$ cat src/rtl/asp_pkg.sv
// Constants of the asynchronous SRAM expansion port controller.
// Assumes one 25 MHz core clock, with every strobe time counted in its cycles.
package asp_pkg;
    // ************************************************
    // Widths and timing
    // ************************************************
    localparam int ADDR_W = 18;
    localparam int DATA_W = 24;
    localparam int REGIONS = 4;
    localparam int WAIT_W = 5;
    localparam int CLK_PERIOD_PS = 40000;
    // Setup of address before a strobe, a least time in ps
    localparam int ADDR_SETUP_PS = 1;
    localparam int ADDR_SETUP_CYC = (ADDR_SETUP_PS + CLK_PERIOD_PS - 1) / CLK_PERIOD_PS;
    // Address and write data held after the store strobe rises
    localparam int HOLD_PS = 1;
    localparam int HOLD_CYC = (HOLD_PS + CLK_PERIOD_PS - 1) / CLK_PERIOD_PS;
    localparam logic [4:0] MIN_WAIT = 5'h01;
    localparam logic [17:0] ADDR_RST = 18'h00000;
    localparam logic [23:0] DATA_RST = 24'h000000;
    localparam logic [3:0] REGION_RST = 4'h0;
    // Per-region attribute: memory space enables
    localparam int SPACE_P = 0;
    localparam int SPACE_X = 1;
    localparam int SPACE_Y = 2;

    typedef enum logic [4:0] {
        ASP_IDLE = 5'h01,
        ASP_SETUP = 5'h02,
        ASP_STROBE = 5'h04,
        ASP_RELEASE = 5'h08,
        ASP_HOLD = 5'h10
    } asp_state_t;
endpackage

$ cat src/rtl/asp_ctrl.sv
// Asynchronous SRAM expansion port access sequencer.
// Assumes a core-side request port and external tristate glue fed by data_oe.
//
// What this block does
// - Read strobe low only during an external read access.
// - Store strobe low only during an external write access.
// - 18-bit address output, changes only on accesses, otherwise held.
// - 24-bit data bus used only on accesses, otherwise keeps state.
// - Four region selects act as chip selects decoded from the top address bits.
// - Row-strobe option turns region pins into DRAM row strobes.
// - All strobe timing counted in core cycles, one cycle per wait.
// - Read and write windows grow by one cycle per extra wait state.
// - Read target is address bus plus region selects at access start.
// - Read strobe asserted a setup delay after address valid.
// - Capture data, then release read strobe; no hold needed.
// - Write drives address and regions, then store strobe after setup.
// - Write data driven within bounded delay of store strobe.
// - Write data stable a setup interval before store strobe release.
// - Address, regions and data held a while after store strobe rises.
// - At least one wait state inserted on every access.
// - Wait count per region, with a default outside all regions.
// - Region select asserted on an address and space match; reset loads 0, which asserts active-low selects and row strobes.
`timescale 1ns/1ps
module asp_ctrl #(
    parameter int ADDR_W = asp_pkg::ADDR_W,
    parameter int DATA_W = asp_pkg::DATA_W,
    parameter int REGIONS = asp_pkg::REGIONS,
    parameter int WAIT_W = asp_pkg::WAIT_W,
    parameter int CMP_W = 4
) (
    input wire logic clk,
    input wire logic rst,
    input wire logic ce,
    // Core request
    input wire logic req,
    input wire logic req_write,
    input wire logic [1:0] req_space,
    input wire logic [ADDR_W-1:0] req_addr,
    input wire logic [DATA_W-1:0] req_wdata,
    output logic busy,
    output logic done,
    output logic [DATA_W-1:0] rdata,
    // Configuration levels
    input wire logic row_strobe_mode,
    input wire logic [REGIONS*WAIT_W-1:0] region_wait,
    input wire logic [WAIT_W-1:0] default_wait,
    input wire logic [REGIONS*3-1:0] region_spaces,
    input wire logic [REGIONS*CMP_W-1:0] region_match,
    input wire logic [REGIONS-1:0] region_active_low,
    // External pins
    output logic read_strobe_n,
    output logic store_strobe_n,
    output logic [ADDR_W-1:0] ext_address_bus,
    output logic [REGIONS-1:0] region_select,
    output logic [DATA_W-1:0] ext_data_out,
    output logic data_oe,
    input wire logic [DATA_W-1:0] ext_data_in
);
    // ************************************************
    // Region decode
    // ************************************************
    logic [REGIONS-1:0] hit;
    logic [WAIT_W-1:0] sel_wait;
    genvar g;
    generate
        for (g = 0; g < REGIONS; g++) begin : g_region
            // Compare the top address bits and the memory space
            assign hit[g] = region_spaces[g*3 + req_space] &&
                (req_space != 2'h3) &&
                (req_addr[ADDR_W-1 -: CMP_W] == region_match[g*CMP_W +: CMP_W]);
        end
    endgenerate

    always_comb begin
        sel_wait = default_wait;
        for (int i = REGIONS - 1; i >= 0; i--) begin
            // Lowest numbered region wins when several overlap
            if (hit[i]) begin
                sel_wait = region_wait[i*WAIT_W +: WAIT_W];
            end
        end
        // Every access gets at least MIN_WAIT wait states, even from a zero entry
        if (sel_wait < asp_pkg::MIN_WAIT) begin
            sel_wait = asp_pkg::MIN_WAIT;
        end
    end

    // ************************************************
    // Access sequencer
    // ************************************************
    asp_pkg::asp_state_t state, next_state;
    logic [WAIT_W-1:0] cnt, next_cnt;
    logic wr, next_wr;
    logic next_busy, next_done, next_rs_n, next_ss_n, next_oe;
    logic [DATA_W-1:0] next_rdata, next_dout;
    logic [ADDR_W-1:0] next_addr;
    logic [REGIONS-1:0] next_region;

    always_comb begin
        next_state = state;
        next_cnt = cnt;
        next_wr = wr;
        next_busy = busy;
        next_done = 1'b0;
        next_rs_n = 1'b1;
        next_ss_n = 1'b1;
        next_oe = data_oe;
        next_rdata = rdata;
        next_dout = ext_data_out;
        next_addr = ext_address_bus;
        next_region = region_select;
        case (state)
            asp_pkg::ASP_IDLE: begin
                next_oe = 1'b0;
                if (req) begin
                    next_state = asp_pkg::ASP_SETUP;
                    next_wr = req_write;
                    next_busy = 1'b1;
                    next_addr = req_addr;
                    // Row strobes are active low; attributes follow the polarity setting
                    if (row_strobe_mode) begin
                        next_region = ~hit;
                    end else begin
                        next_region = hit ^ region_active_low;
                    end
                    next_cnt = asp_pkg::ADDR_SETUP_CYC[WAIT_W-1:0] - 5'h01;
                end
            end
            asp_pkg::ASP_SETUP: begin
                if (cnt == '0) begin
                    next_state = asp_pkg::ASP_STROBE;
                    next_cnt = sel_wait - 5'h01;
                    next_rs_n = wr;
                    next_ss_n = ~wr;
                    if (wr) begin
                        next_oe = 1'b1;
                        next_dout = req_wdata;
                    end
                end else begin
                    next_cnt = cnt - 5'h01;
                end
            end
            asp_pkg::ASP_STROBE: begin
                next_rs_n = wr;
                next_ss_n = ~wr;
                if (cnt == '0) begin
                    next_state = asp_pkg::ASP_RELEASE;
                    next_rs_n = 1'b1;
                    next_ss_n = 1'b1;
                    if (!wr) begin
                        next_rdata = ext_data_in;
                    end
                    next_cnt = asp_pkg::HOLD_CYC[WAIT_W-1:0] - 5'h01;
                end else begin
                    next_cnt = cnt - 5'h01;
                end
            end
            asp_pkg::ASP_RELEASE: begin
                // Address, regions and data stay put through the hold
                if (cnt == '0) begin
                    next_state = asp_pkg::ASP_HOLD;
                end else begin
                    next_cnt = cnt - 5'h01;
                end
            end
            asp_pkg::ASP_HOLD: begin
                next_state = asp_pkg::ASP_IDLE;
                next_oe = 1'b0;
                next_busy = 1'b0;
                next_done = 1'b1;
                // Regions go inactive; address bus keeps its last value
                next_region = row_strobe_mode ? {REGIONS{1'b1}} : region_active_low;
            end
            default: begin
                next_state = asp_pkg::ASP_IDLE;
                next_busy = 1'b0;
                next_oe = 1'b0;
            end
        endcase
    end

    always_ff @(posedge clk or posedge rst) begin
        if (rst) begin
            state <= asp_pkg::ASP_IDLE;
            cnt <= '0;
            wr <= 1'b0;
            busy <= 1'b0;
            done <= 1'b0;
            read_strobe_n <= 1'b1;
            store_strobe_n <= 1'b1;
            data_oe <= 1'b0;
            rdata <= asp_pkg::DATA_RST;
            ext_data_out <= asp_pkg::DATA_RST;
            ext_address_bus <= asp_pkg::ADDR_RST;
            region_select <= asp_pkg::REGION_RST;
        end else if (ce) begin
            state <= next_state;
            cnt <= next_cnt;
            wr <= next_wr;
            busy <= next_busy;
            done <= next_done;
            read_strobe_n <= next_rs_n;
            store_strobe_n <= next_ss_n;
            data_oe <= next_oe;
            rdata <= next_rdata;
            ext_data_out <= next_dout;
            ext_address_bus <= next_addr;
            region_select <= next_region;
        end
    end

    // ************************************************
    // Checks
    // ************************************************
    property p_no_both_strobes;
        @(posedge clk) disable iff (rst) !(!read_strobe_n && !store_strobe_n);
    endproperty
    a_no_both_strobes: assert property (p_no_both_strobes) else $error("both strobes low");

    property p_oe_only_write;
        @(posedge clk) disable iff (rst) data_oe |-> wr && busy;
    endproperty
    a_oe_only_write: assert property (p_oe_only_write) else $error("data driven off write");

    property p_read_strobe_in_read;
        @(posedge clk) disable iff (rst) !read_strobe_n |-> busy && !wr;
    endproperty
    a_read_strobe_in_read: assert property (p_read_strobe_in_read) else $error("read strobe");

    property p_store_strobe_in_write;
        @(posedge clk) disable iff (rst) !store_strobe_n |-> busy && wr && data_oe;
    endproperty
    a_store_strobe_in_write: assert property (p_store_strobe_in_write) else $error("store");

    property p_addr_stable_idle;
        @(posedge clk) disable iff (rst) (!busy && $past(!busy)) |-> $stable(ext_address_bus);
    endproperty
    a_addr_stable_idle: assert property (p_addr_stable_idle) else $error("address moved");

    property p_strobe_after_setup;
        @(posedge clk) disable iff (rst || !ce)
            $fell(read_strobe_n) || $fell(store_strobe_n) |-> $past(state) == asp_pkg::ASP_SETUP;
    endproperty
    a_strobe_after_setup: assert property (p_strobe_after_setup) else $error("no setup");

    property p_min_wait;
        @(posedge clk) disable iff (rst || !ce)
            $rose(read_strobe_n) || $rose(store_strobe_n) |-> $past(state) == asp_pkg::ASP_STROBE;
    endproperty
    a_min_wait: assert property (p_min_wait) else $error("strobe too short");

    property p_hold_after_store;
        @(posedge clk) disable iff (rst || !ce)
            $rose(store_strobe_n) |-> data_oe && $stable(ext_address_bus) && $stable(ext_data_out);
    endproperty
    a_hold_after_store: assert property (p_hold_after_store) else $error("hold lost");

    property p_done_pulse;
        @(posedge clk) disable iff (rst || !ce) done |=> !done;
    endproperty
    a_done_pulse: assert property (p_done_pulse) else $error("done not a pulse");

    property p_strobe_len;
        @(posedge clk) disable iff (rst || !ce)
            $fell(read_strobe_n) || $fell(store_strobe_n) |-> cnt == $past(sel_wait) - 5'h01;
    endproperty
    a_strobe_len: assert property (p_strobe_len) else $error("strobe count wrong");

    property p_capture_read;
        @(posedge clk) disable iff (rst || !ce)
            $rose(read_strobe_n) |-> rdata == $past(ext_data_in);
    endproperty
    a_capture_read: assert property (p_capture_read) else $error("read not captured");

    property p_addr_at_start;
        @(posedge clk) disable iff (rst || !ce)
            $changed(ext_address_bus) |-> busy && $past(state) == asp_pkg::ASP_IDLE;
    endproperty
    a_addr_at_start: assert property (p_addr_at_start) else $error("address moved");

    property p_regions_stable;
        @(posedge clk) disable iff (rst || !ce)
            busy && $past(busy) |-> $stable(region_select);
    endproperty
    a_regions_stable: assert property (p_regions_stable) else $error("region moved");

    property p_addr_before_strobe;
        @(posedge clk) disable iff (rst || !ce)
            $fell(read_strobe_n) || $fell(store_strobe_n) |-> $stable(ext_address_bus);
    endproperty
    a_addr_before_strobe: assert property (p_addr_before_strobe) else $error("no setup");

    property p_data_with_store;
        @(posedge clk) disable iff (rst || !ce)
            $fell(store_strobe_n) |-> data_oe;
    endproperty
    a_data_with_store: assert property (p_data_with_store) else $error("data late");

    property p_busy_state;
        @(posedge clk) disable iff (rst || !ce) busy |-> state != asp_pkg::ASP_IDLE;
    endproperty
    a_busy_state: assert property (p_busy_state) else $error("busy while idle");
endmodule

$ cat config.mk
export PLATFORM = sky130hd
export DESIGN_NAME = asp_ctrl
export DESIGN_NICKNAME = d
export VERILOG_FILES = /design/src/rtl/asp_pkg.sv /design/src/rtl/asp_ctrl.sv
export SDC_FILE = /design/constraint.sdc
export NUM_CORES = 1
export LEC_CHECK = 0
export ABC_CLOCK_PERIOD_IN_PS = 3200
export BUFFER_PORTS_ARGS = -buffer_cell sky130_fd_sc_hd__buf_2
export CORE_MARGIN = 8
export CORE_UTILIZATION = 46
export DETAILED_ROUTE_END_ITERATION = 8
export PLACE_DENSITY = 0.8
export SYNTH_ARGS = -nofsm -noshare
export SYNTH_HDL_FRONTEND = slang
export SYNTH_SLANG_ARGS = --single-unit
$ cat constraint.sdc
create_clock -name clk -period 3.2 [get_ports clk]
set_input_delay 0.64 -clock clk [delete_from_list [all_inputs] [get_ports clk]]
set_output_delay 0.64 -clock clk [all_outputs]
set_load 0.05 [all_outputs]
; Word-level counts from Yosys, hierarchy flattened
; Cells that the tools add are included.
[word_totals]
ff_bits = 86
input_bits = 131
out_inout_bits = 75
wordCells = 103
[classes]
add_sub_neg = 5
n_lt_le_gt_ge = 5
n_eq_ne = 16
n_mux = 39
bitwise = 5
n_reduce_logical = 21
[ops]
columns = cell, n
row1 = $mux W5, 13
row2 = $pmux W5 S4, 2
row3 = $eq A4 B4 Y1, 4
row4 = $reduce_and A4 Y1, 4
row5 = $ne A2 B2 Y1 const B, 7
row6 = $bmux W1 S4, 3
row7 = $mux W1, 12
row8 = $mux W4, 3
row9 = $sub A5 B1 Y5 const B, 2
row10 = $reduce_and A3 Y1, 3
row11 = $logic_and A1 B1 Y1, 8
row12 = $pmux W1 S2, 4
row13 = $pmux W4 S2, 1
row14 = $add A4 B2 Y5 const A, 1
row15 = $eq A5 B1 Y1 const B, 1
row16 = $eq A5 B2 Y1 const B, 1
row17 = $eq A5 B3 Y1 const B, 1
row18 = $eq A5 B4 Y1 const B, 1
row19 = $eq A5 B5 Y1 const B, 1
row20 = $logic_not A5 Y1, 1
row21 = $lt A2 B5 Y1 const B, 1
row22 = $lt A3 B5 Y1 const B, 1
row23 = $lt A4 B5 Y1 const B, 1
row24 = $lt A5 B1 Y1 const B, 1
row25 = other kinds (12), 14

; Longest topological paths before layout
; Gate-level depths: netlist of run 1.
[logic_depth]
word_depth = 14
mapped_depth = 15
mapped_depth_nobuf = 13

; Least setup slack after synthesis of run 1
; Ideal clock, no wire load.
[synth_timing]
path_type = in2reg
from = input req_space[0]
to = register cnt[2]
setup_ns = 0.131
arrival_ns = 3.203
required_time_ns = 3.069
slack_ns = -0.134
path_stages = 14
n_path_buf = 2
path_cell_list = buf_6 > inv_1 > ha_1 > inv_1 > a311oi_1 > and4_1 > buf_4 > a311o_1 > a31oi_2 > o41a_1 > ha_1 > xor2_1 > a221oi_1 > nor3_1
[synth_via]
elab_chain_len = 14
word_cells_on_any_way = 29
cone_classes = 4 x add/sub / 1 x order compare / 1 x eq/ne / 15 x mux / 8 x reduce/logical
[synth_lines]
columns = element, line_no
row1 = from (decl), asp_ctrl.sv:37  ; input wire logic [1:0] req_space,
row2 = $add A4 B2 Y5, asp_ctrl.sv:68  ; assign hit[g] = region_spaces[g*3 + req_space] &&
row3 = $bmux W1 S4, asp_ctrl.sv:68
row4 = $mux W1 (implied by the code), asp_ctrl.sv:68
row5 = $logic_and A1 B1 Y1, asp_ctrl.sv:68
row6 = $logic_and A1 B1 Y1, asp_ctrl.sv:69  ; (req_space != 2'h3) &&
row7 = $mux W5 (3 in series), asp_ctrl.sv:78  ; if (hit[i]) begin
row8 = $mux W5 *, asp_ctrl.sv:78
row9 = $lt A5 B1 Y1, asp_ctrl.sv:83  ; if (sel_wait < asp_pkg::MIN_WAIT) begin
row10 = $mux W5 *, asp_ctrl.sv:83
row11 = $sub A5 B1 Y5 *, asp_ctrl.sv:132  ; next_cnt = sel_wait - 5'h01;
row12 = $mux W5 *, asp_ctrl.sv:130  ; if (cnt == '0) begin
row13 = $pmux W5 S4 *, asp_ctrl.sv:112  ; case (state)
row14 = to (signal assigned), asp_ctrl.sv:198  ; cnt <= next_cnt;
row15 = to (decl), asp_ctrl.sv:92  ; logic [WAIT_W-1:0] cnt, next_cnt;
; Mark *: on every way between the ends. The rest lies on a longest branch, timed or not. The select of a mux whose other input is x is not followed.
; A chain may end at the register's enable or synchronous reset.

; Worst setup path after layout of run 1
; Same ends and word-level chain as after synthesis.

==> results.sh, run 1 <==
export IMPL_crit_type="input port to flop"
export IMPL_synth_area_leaders="dfrtp_1, mux2_1, xnor2_1"
export IMPL_power_total_mw=5.82
export IMPL_cts_resized=0
export IMPL_async_flop_share_pct=100
export IMPL_area_delta_synth_final_pct=34.9
export IMPL_num_rows=35
export IMPL_post_cts_buffers=0
export IMPL_reg2reg_slack_ns=0.54
export IMPL_worst_ep_arrival_time_ns=3.24
export IMPL_p_per_area_nw_per_um2=1020
export IMPL_fin_ws_ns=0.195
export IMPL_via_per_inst=5.20
export IMPL_rsz0062_at_grt="no"
export IMPL_fin_skew_ns=0.00939
export IMPL_finalNonFillerCells=690
export IMPL_layout_nets=709
export IMPL_placed_area_um2=5510
export IMPL_fin_crit_sh_pct=93.9
export IMPL_place_ws_ns=-0.148
export IMPL_clkTransAtPathRegs_ns=0.09
export IMPL_pin_count=206
export IMPL_slowest_delay_ns=0.45
export IMPL_fin_crit_ns=3.00
export IMPL_synth_distinct_cells=60
export IMPL_synth_top_area_share_pct=49.1
export IMPL_yosysTopAreaCell="dfrtp_1"
export IMPL_drive_gt1_share_pct=45.9
export IMPL_num_vias=3589
export IMPL_start_util_pct=46.6
export IMPL_startpoint_type="input port"
export IMPL_setup_violations=0
export IMPL_core_area_um2=9060
export IMPL_die_y_um=112
export IMPL_cp_common_cell="inv_1"
export IMPL_drt_total_wl_mm=11.9
export IMPL_cts_num_sinks=86
export IMPL_grt_pass1_vias=3865
export IMPL_vdd_drop_max_mv=0.827
export IMPL_syn_num_nets=488
export IMPL_dpl_hpwl_mm=9.80
export IMPL_clockBufferDepth=2
export IMPL_utilization_pct=62.9
export IMPL_track_usage_pct=19.0
export IMPL_worstPathCellList="buf_2 -> inv_1 -> ha_4 -> inv_1 -> a311oi_2 -> and4_1 -> a311o_1 -> a31oi_2 -> o41a_1 -> ha_2 -> xor2_1 -> a221oi_1 -> nor3_1"
export IMPL_yosysSeqAreaShare_pct=51.0
export IMPL_syn_area_um2=4230
export IMPL_cts_root_buf="clkbuf_8"
export IMPL_holdWs_ns=0.376
export IMPL_power_leakage_nw=2.90
export IMPL_cts_hold_buffers=0
export IMPL_grt_start_max_net_pins=41
export IMPL_cap_violations=0
export IMPL_synth_edf_count=0
export IMPL_antenna_found_initial=0
export IMPL_slew_violations=0
export IMPL_die_x_um=112
export IMPL_htreeDepth=3
export IMPL_cts_tree="yes"
export IMPL_insertion_delay_ns=0.35
export IMPL_worstMarginPinSlew_ns=1.05
export IMPL_min_path_type="input port to async pin"
export IMPL_final_area_um2=5700
export IMPL_status="completed"
export IMPL_cp_end_kind="flop"
export IMPL_grt_first_pass_wirelength_mm=19.2
export IMPL_path_max_fanout=8
export IMPL_grt_overflow=0
export IMPL_drcViolationCount=0
export IMPL_syn_avg_cell_area_um2=12.0
export IMPL_ys_ff_latch=86
export IMPL_slowest_stage="o41a_1"
export IMPL_first_pass_iters=5
export IMPL_antenna_cells=0
export IMPL_numCtsBuffers=9
export IMPL_routedWlPerCell_um=17.2
export IMPL_hold_viol=0
export IMPL_fp_dieArea_um2=12500
export IMPL_max_freq_mhz=333
export IMPL_port_buffers=205
export IMPL_first_iter_violations=114
export IMPL_synthCells=353
export IMPL_ys_warnings_count=0
export IMPL_dpl_cell_count=674
export IMPL_maxSlewHeadroom_pct=29.9
export IMPL_num_fill_cells=728
export IMPL_ys_flop_type="dfrtp_1"
export IMPL_setup_tns_ns=0
export IMPL_crit_required_ns=3.44
export IMPL_gp_congestion=0.912
export IMPL_ant_nets=0
## sequential cells by signal (all words and copies together) (netlist names), 4 cells and up
| register | count |
|---|---|
| state | 5 |
| ext_address_bus | 18 |
| region_select | 4 |
| cnt | 5 |
| rdata | 24 |
| ext_data_out | 24 |
## cells in the final DEF (no fill, tap or decap), drive strengths merged, types with 3 or more instances in the layout
master	instances
nor2	25
clkbuf	10
a31oi	5
xnor2	12
inv	12
mux2	69
mux4	3
nor3	10
ha	4
xor2	10
nand3b	3
or2	7
o21ai	15
mux2i	5
dfrtp	83
buf	228
a311o	3
nand2	20
a21oi	4
nand4	4
nand3	6
dfstp	3
clkinv	3
## path summary, 6_finish.rpt
check | from | end | cells after the start
max in group asynchronous | rst | store_strobe_n | 3
worst max register to register | cnt[0] | rdata[18] | 6
worst min-delay path | rst | rdata[16] | 2
worst max-delay path | req_space[0] | cnt[2] | 13
worst min register to register | wr | store_strobe_n | 1
min in group clk | wr | store_strobe_n | 1
## cell usage after synthesis (all sizes together) (2+ instances only)
| cell | number |
|---|---|
| dfrtp | 83 |
| mux2 | 69 |
| nor2 | 25 |
| nand2 | 20 |
| o21ai | 15 |
| buf | 12 |
| xnor2 | 12 |
| inv | 11 |
| nor3 | 10 |
| xor2 | 10 |
| or2 | 7 |
| clkbuf | 6 |
| nand3 | 6 |
| a31oi | 5 |
| mux2i | 5 |
| a21oi | 4 |
| ha | 4 |
| nand4 | 4 |
| a311o | 3 |
| dfstp | 3 |
| mux4 | 3 |
| nand3b | 3 |
| a21boi | 2 |
| a311oi | 2 |
| and3 | 2 |
| and4 | 2 |
| o21a | 2 |
| o221ai | 2 |
| or3 | 2 |
| or4 | 2 |
## where the power goes
part | internal (mW) | leakage (nW) | total, mW | switching, mW
Combinational | 0.875 | 1.74 | 3.23 | 2.35
Sequential | 1.60 | 1.07 | 1.87 | 0.271
Clock | 0.314 | 0.0910 | 0.721 | 0.407
Total | 2.79 | 2.90 | 5.82 | 3.03
## worst max-delay path: cells and delay by family
family / cells / cell delay (ns)
simple gates: 2 / 0.49
fa+ha+maj: 2 / 0.50
xor+xnor: 1 / 0.15
buf+inv: 3 / 0.23
compound gates: 5 / 1.22
## area by class of cell
class / count / area, µm² / area share, %
Sequential cell: 86 / 2160 / 37.8
Multi-Input combinational cell: 238 / 1960 / 34.4
Timing Repair Buffer: 228 / 1210 / 21.2
Tap cell: 111 / 139 / 2.44
Clock buffer: 10 / 138 / 2.41
Clock inverter: 6 / 52.6 / 0.921
Inverter: 11 / 42.5 / 0.746
## cell families after synthesis
group / synth area share (%)
and+or+nand+nor: 10.7
DFF: 51.0
muxes: 21.2
AOI/OAI and AO/OA: 8.08
buffers and inverters: 3.34
xor gates and xnor gates: 4.56
adders and majority gates: 1.18
## routing by layer
metal | global-route usage, % | vias to the layer above | wire length [µm]
li1 | - | 1699 | -
met1 | 20.1 | 1757 | 4390
met2 | 35.2 | 116 | 6560
met3 | 6.17 | 17 | 750
met4 | 5.56 | 0 | 191
met5 | 0 | - | 0
Power figures use the tool's default switching activity.
==> inputs of run 2 (changes only) <==
--- a/config.mk
+++ b/config.mk
@@ -8,9 +8,8 @@
 export ABC_CLOCK_PERIOD_IN_PS = 3200
 export BUFFER_PORTS_ARGS = -buffer_cell sky130_fd_sc_hd__buf_2
 export CORE_MARGIN = 8
-export CORE_UTILIZATION = 46
+export CORE_UTILIZATION = 30
 export DETAILED_ROUTE_END_ITERATION = 8
-export PLACE_DENSITY = 0.8
 export SYNTH_ARGS = -nofsm -noshare
 export SYNTH_HDL_FRONTEND = slang
 export SYNTH_SLANG_ARGS = --single-unit
==> run 2 against run 1 <==
Worst hold slack lost 0.14 ns. Critical path depth is the same. Fmax shrank 0.54%. Non-clock buffer count grew 2. Via count shrank 0.28%. Cell count grew 10%. Clock-buffer cell count grew 1. Die area grew 45%.
==> results.sh, run 2 (synthesized netlist as in run 1, its figures left out) <==
export IMPL_status="completed"
export IMPL_crit_type="input port to flop"
export IMPL_die_y_um=135
export IMPL_drt_total_wl_mm=12.6
export IMPL_finalNonFillerCells=761
export IMPL_cts_hold_buffers=0
export IMPL_critPathBufInv=3
export IMPL_cts_num_sinks=86
export IMPL_multi_input_area_um2=1970
export IMPL_slowest_delay_ns=0.45
export IMPL_fp_dieArea_um2=18100
export IMPL_setup_violations=0
export IMPL_maxSlewHeadroom_pct=63.1
export IMPL_grt_overflow=0
export IMPL_layout_nets=711
export IMPL_top_regs="ext_data_out (24), rdata (24), ext_address_bus (18)"
export IMPL_die_x_um=135
export IMPL_cts_root_buf="clkbuf_16"
export IMPL_slew_violations=0
export IMPL_grt_first_pass_wirelength_mm=19.8
export IMPL_htreeDepth=3
export IMPL_numCtsBuffers=9
export IMPL_power_leakage_nw=2.96
export IMPL_antenna_cells=0
export IMPL_r2r_start="state[2]"
export IMPL_num_rows=43
export IMPL_critical_path_startpoint="req_space[0]"
export IMPL_num_vias=3579
export IMPL_final_cell_mix="buf_2, dfrtp_1, mux2_1"
export IMPL_worst_ep_arrival_time_ns=3.23
export IMPL_power_total_mw=6.16
export IMPL_cts_tree="yes"
export IMPL_port_buffers=205
export IMPL_drcViolationCount=0
export IMPL_insertion_delay_ns=0.33
export IMPL_cp_top_family="compound AO/OA/AOI/OAI gates"
export IMPL_grt_pass1_vias=3979
export IMPL_grt_start_max_net_pins=51
export IMPL_min_path_type="input port to async pin"
export IMPL_first_iter_violations=151
export IMPL_antenna_found_initial=0
export IMPL_ant_nets=0
export IMPL_slowest_stage="o41a_1"
export IMPL_area_delta_synth_final_pct=40.7
export IMPL_worstMarginPinSlew_ns=0.551
export IMPL_path_max_fanout=7
export IMPL_clockBufferDepth=2
export IMPL_startpoint_type="input port"
export IMPL_routedWlPerCell_um=16.5
export IMPL_start_util_pct=30.6
export IMPL_hold_viol=0
export IMPL_first_pass_iters=4
export IMPL_track_usage_pct=13.7
export IMPL_via_per_inst=4.70
export IMPL_fin_skew_ns=0.00591
export IMPL_fin_crit_ns=3.02
export IMPL_num_fill_cells=1317
export IMPL_fin_crit_sh_pct=94.4
export IMPL_max_freq_mhz=331
export IMPL_clkTransAtPathRegs_ns=0.06
export IMPL_vdd_drop_max_mv=0.677
export IMPL_final_common_cell="buf_2"
export IMPL_worstPathCellList="buf_2 -> inv_1 -> ha_4 -> inv_1 -> a311oi_2 -> and4_1 -> a311o_1 -> a31oi_2 -> o41a_1 -> ha_2 -> xor2_1 -> a221oi_1 -> nor3_1"
export IMPL_ff_latch_area_um2=2160
export IMPL_drive_gt1_share_pct=46.1
export IMPL_rsz0062_at_grt="no"
export IMPL_dpl_cell_count=745
export IMPL_cp_end_kind="flop"
export IMPL_gp_congestion=0.869
export IMPL_p_per_area_nw_per_um2=1040
export IMPL_cap_violations=0
export IMPL_pin_count=206
export IMPL_crit_required_ns=3.41
export IMPL_dpl_hpwl_mm=10.4
export IMPL_cp_common_cell="inv_1"
export IMPL_core_area_um2=13800
==> run 2: cell types whose count changed in the layout (fill, tap and decap cells not counted), sizes merged <==
| cell | delta |
|---|---|
| inv | -2 |
| clkbuf | +1 |
| buf | +2 |
| bufinv | +1 |
==> run 2: metrics by stage <==
step / setup WS (ns) / setup TNS, ns / hold WS (ns) / utilization [%] / area (µm²)
global placement: -0.0976 / -0.147 / 0.461 / 40.8 / 5640
floorplan: 0.0192 / 0 / 0.425 / - / 4260
detailed placement: -0.156 / -0.332 / 0.462 / 40.8 / 5640
CTS: 0.188 / 0 / 0.235 / 43.0 / 5940
finish: 0.179 / 0 / 0.239 / 43.0 / 5950
global route: 0.0180 / 0 / 0.243 / 43.0 / 5950
==> run 2: layer usage <==
| metal | part of all wire (%) | up-vias | GRT usage, % |
|---|---|---|---|
| li1 | - | 1708 | - |
| met3 | 5.3 | 13 | 3.90 |
| met1 | 37 | 1757 | 14.4 |
| met4 | 1.3 | 0 | 4.18 |
| met2 | 56 | 101 | 25.7 |
| met5 | 0 | - | 0 |
==> run 2: path summary, 6_finish.rpt <==
check	endpoint	slack (ns)	cells past startpoint
setup reg to reg	ext_address_bus[16]	0.71	8
hold / removal	rdata[23]	0.24	2
hold reg to reg	store_strobe_n	0.48	1
min in group clk	store_strobe_n	0.48	1
setup / recovery	cnt[2]	0.18	13
max in group asynchronous	state[0]	2.38	3
==> run 2: area by class of cell <==
cell class                      instances  area share, %
Sequential cell                        86           36.3
Multi-Input combinational cell        238           33.1
Timing Repair Buffer                  230           21.0
Clock buffer                           11           4.08
Tap cell                              180           3.79
Clock inverter                          5          0.989
Inverter                               11          0.715
==> run 2: repair_timing <==
item,CTS,global route
setup endpoints to repair,0,1
endpoints found under the hold margin,0,0
gates resized for setup,0,1
setup buffers,0,0
==> run 2: where the power goes <==
group	internal, mW	switching [mW]
Sequential	1.60	0.271
Combinational	0.884	2.36
Clock	0.626	0.421
==> inputs of run 3 (changes only) <==
--- a/config.mk
+++ b/config.mk
@@ -7,9 +7,11 @@
 export LEC_CHECK = 0
 export ABC_CLOCK_PERIOD_IN_PS = 3200
 export BUFFER_PORTS_ARGS = -buffer_cell sky130_fd_sc_hd__buf_2
+export CAP_MARGIN = 40
 export CORE_MARGIN = 8
 export CORE_UTILIZATION = 30
 export DETAILED_ROUTE_END_ITERATION = 8
+export SETUP_SLACK_MARGIN = 0.2
 export SYNTH_ARGS = -nofsm -noshare
 export SYNTH_HDL_FRONTEND = slang
 export SYNTH_SLANG_ARGS = --single-unit
==> run 3 against run 2 <==
Via count is 0.53% higher. Critical path type unchanged. Largest power group unchanged. Clock-buffer cell count decreased by 1. Design area grew 1.8%. Critical path depth stayed put. Fmax increased by 4.2%. First-iteration DRC count decreased by 45%. Worst hold slack better by 0.13 ns. Worst setup slack better by 0.12 ns. Wire length up 1.6%. Sequential power is essentially flat. Combinational power barely moved. Clock power up 10%.
==> results.sh, run 3 (synthesized netlist as in run 1, its figures left out) <==
export IMPL_status="completed"
export IMPL_via_per_inst=4.71
export IMPL_antenna_cells=0
export IMPL_num_vias=3598
export IMPL_dpl_cell_count=745
export IMPL_insertion_delay_ns=0.34
export IMPL_final_cell_mix="buf_2, dfrtp_1, mux2_1"
export IMPL_worst_ep_arrival_time_ns=3.13
export IMPL_drcViolationCount=0
export IMPL_crit_required_ns=3.43
export IMPL_clockBufferDepth=2
export IMPL_die_x_um=135
export IMPL_min_path_type="input port to async pin"
export IMPL_cts_root_buf="clkbuf_16"
export IMPL_top_regs="ext_data_out (24), rdata (24), ext_address_bus (18)"
export IMPL_clkTransAtPathRegs_ns=0.07
export IMPL_final_common_cell="buf_2"
export IMPL_cts_tree="yes"
export IMPL_track_usage_pct=14.0
export IMPL_fin_crit_ns=2.90
export IMPL_numCtsBuffers=9
export IMPL_fp_dieArea_um2=18100
export IMPL_antenna_found_initial=0
export IMPL_fin_skew_ns=0.00728
export IMPL_slowest_stage="o41a_1"
export IMPL_layout_nets=714
export IMPL_gp_congestion=0.822
export IMPL_fin_crit_sh_pct=90.6
export IMPL_grt_first_pass_wirelength_mm=20.3
export IMPL_drive_gt1_share_pct=48.1
export IMPL_cts_num_sinks=86
export IMPL_port_buffers=205
export IMPL_start_util_pct=30.6
export IMPL_vdd_drop_max_mv=0.670
export IMPL_reg2reg_depth=7
export IMPL_cts_hold_buffers=0
export IMPL_busiest_layer="met2"
export IMPL_rsz0062_at_grt="yes"
export IMPL_slew_violations=0
export IMPL_crit_type="input port to flop"
export IMPL_first_pass_iters=4
export IMPL_critPathBufInv=3
export IMPL_dpl_hpwl_mm=10.3
export IMPL_max_freq_mhz=345
export IMPL_worstPathCellList="buf_8 -> buf_6 -> mux4_2 -> nand4_1 -> or3_4 -> buf_4 -> nor2_4 -> a31oi_4 -> o41a_1 -> ha_2 -> xor2_2 -> a221oi_2 -> nor3_1"
export IMPL_use_met3_pct=4.01
export IMPL_grt_start_max_net_pins=49
export IMPL_htreeDepth=3
export IMPL_startpoint_type="input port"
export IMPL_grt_overflow=0
export IMPL_path_max_fanout=6
export IMPL_routedWlPerCell_um=16.7
export IMPL_setup_violations=0
export IMPL_first_iter_violations=83
export IMPL_num_fill_cells=1316
export IMPL_worstMarginPinSlew_ns=0.698
export IMPL_area_delta_synth_final_pct=43.2
export IMPL_core_area_um2=13800
export IMPL_use_met1_pct=14.2
export IMPL_num_rows=43
export IMPL_die_y_um=135
export IMPL_met2_usage_pct=26.2
export IMPL_finalNonFillerCells=764
export IMPL_cp_end_kind="flop"
export IMPL_grt_pass1_vias=4114
export IMPL_p_per_area_nw_per_um2=1040
export IMPL_place_ws_ns=-0.140
export IMPL_ant_nets=0
export IMPL_pin_count=206
export IMPL_slowest_delay_ns=0.45
export IMPL_drt_total_wl_mm=12.8
export IMPL_crit_cells=13
export IMPL_cap_violations=0
export IMPL_cp_top_family="compound AO/OA/AOI/OAI gates"
export IMPL_power_leakage_nw=3.01
export IMPL_maxSlewHeadroom_pct=53.4
export IMPL_fin_ws_ns=0.301
export IMPL_hold_viol=0
[run 3: layout make-up]
cell class	count	area (µm²)	share of cell area, %
flip-flops and latches	86	2160	35.6
multi-input cells	238	2020	33.3
clock buffers	10	239	3.95
inverters	11	47.5	0.785
well taps	180	225	3.72
clock inverters	6	91.3	1.51
repair buffers	233	1280	21.1
[run 3: worst register-to-register path: cells and delay by family (launching register included)]
family | cells | cell delay, ns
fa+ha+maj | 1 | 0.18
buf+inv | 2 | 0.34
flops | 1 | 0.41
mux | 1 | 0.33
simple gates | 3 | 1.12
[run 3: report_power, final]
group          switching, mW  internal (mW)
clock                  0.446          0.712
sequential             0.271           1.60
combinational           2.37          0.895
[run 3: routing by layer]
layer  wire, µm  up-vias
li1           -     1711
met1       4660     1776
met2       7120       93
met3        677       18
met4        292        0
met5          0        -
[run 3: per-stage QoR]
step / instance area (µm²) / TNS [ns] / utilization, % / hold WS [ns] / total power, mW
6_report: 6050 / 0 / 43.8 / 0.371 / 6.30
5_1_grt: 6050 / 0 / 43.8 / 0.420 / 6.65
4_1_cts: 5960 / 0 / 43.1 / 0.394 / 6.36
3_5_place_dp: 5630 / -0.302 / 40.7 / 0.468 / 5.17
3_3_place_gp: 5610 / -0.0916 / 40.6 / 0.458 / 5.10
2_1_floorplan: 4280 / 0 / - / 0.425 / 4.27
[run 3: final timing paths]
kind	startpoint	end	slack [ns]
setup / recovery	req_space[0]	cnt[2]	0.30
hold / removal	rst	rdata[18]	0.37
setup reg to reg	cnt[0]	rdata[14]	0.69
hold reg to reg	wr	store_strobe_n	0.48
max in group asynchronous	rst	read_strobe_n	2.06
min in group clk	wr	store_strobe_n	0.48
[run 3: timing repair]
action	in CTS	in global routing
setup endpoints to repair	0	3
setup buffers	0	3
endpoints found under the hold margin	0	0
gates resized for setup	0	20
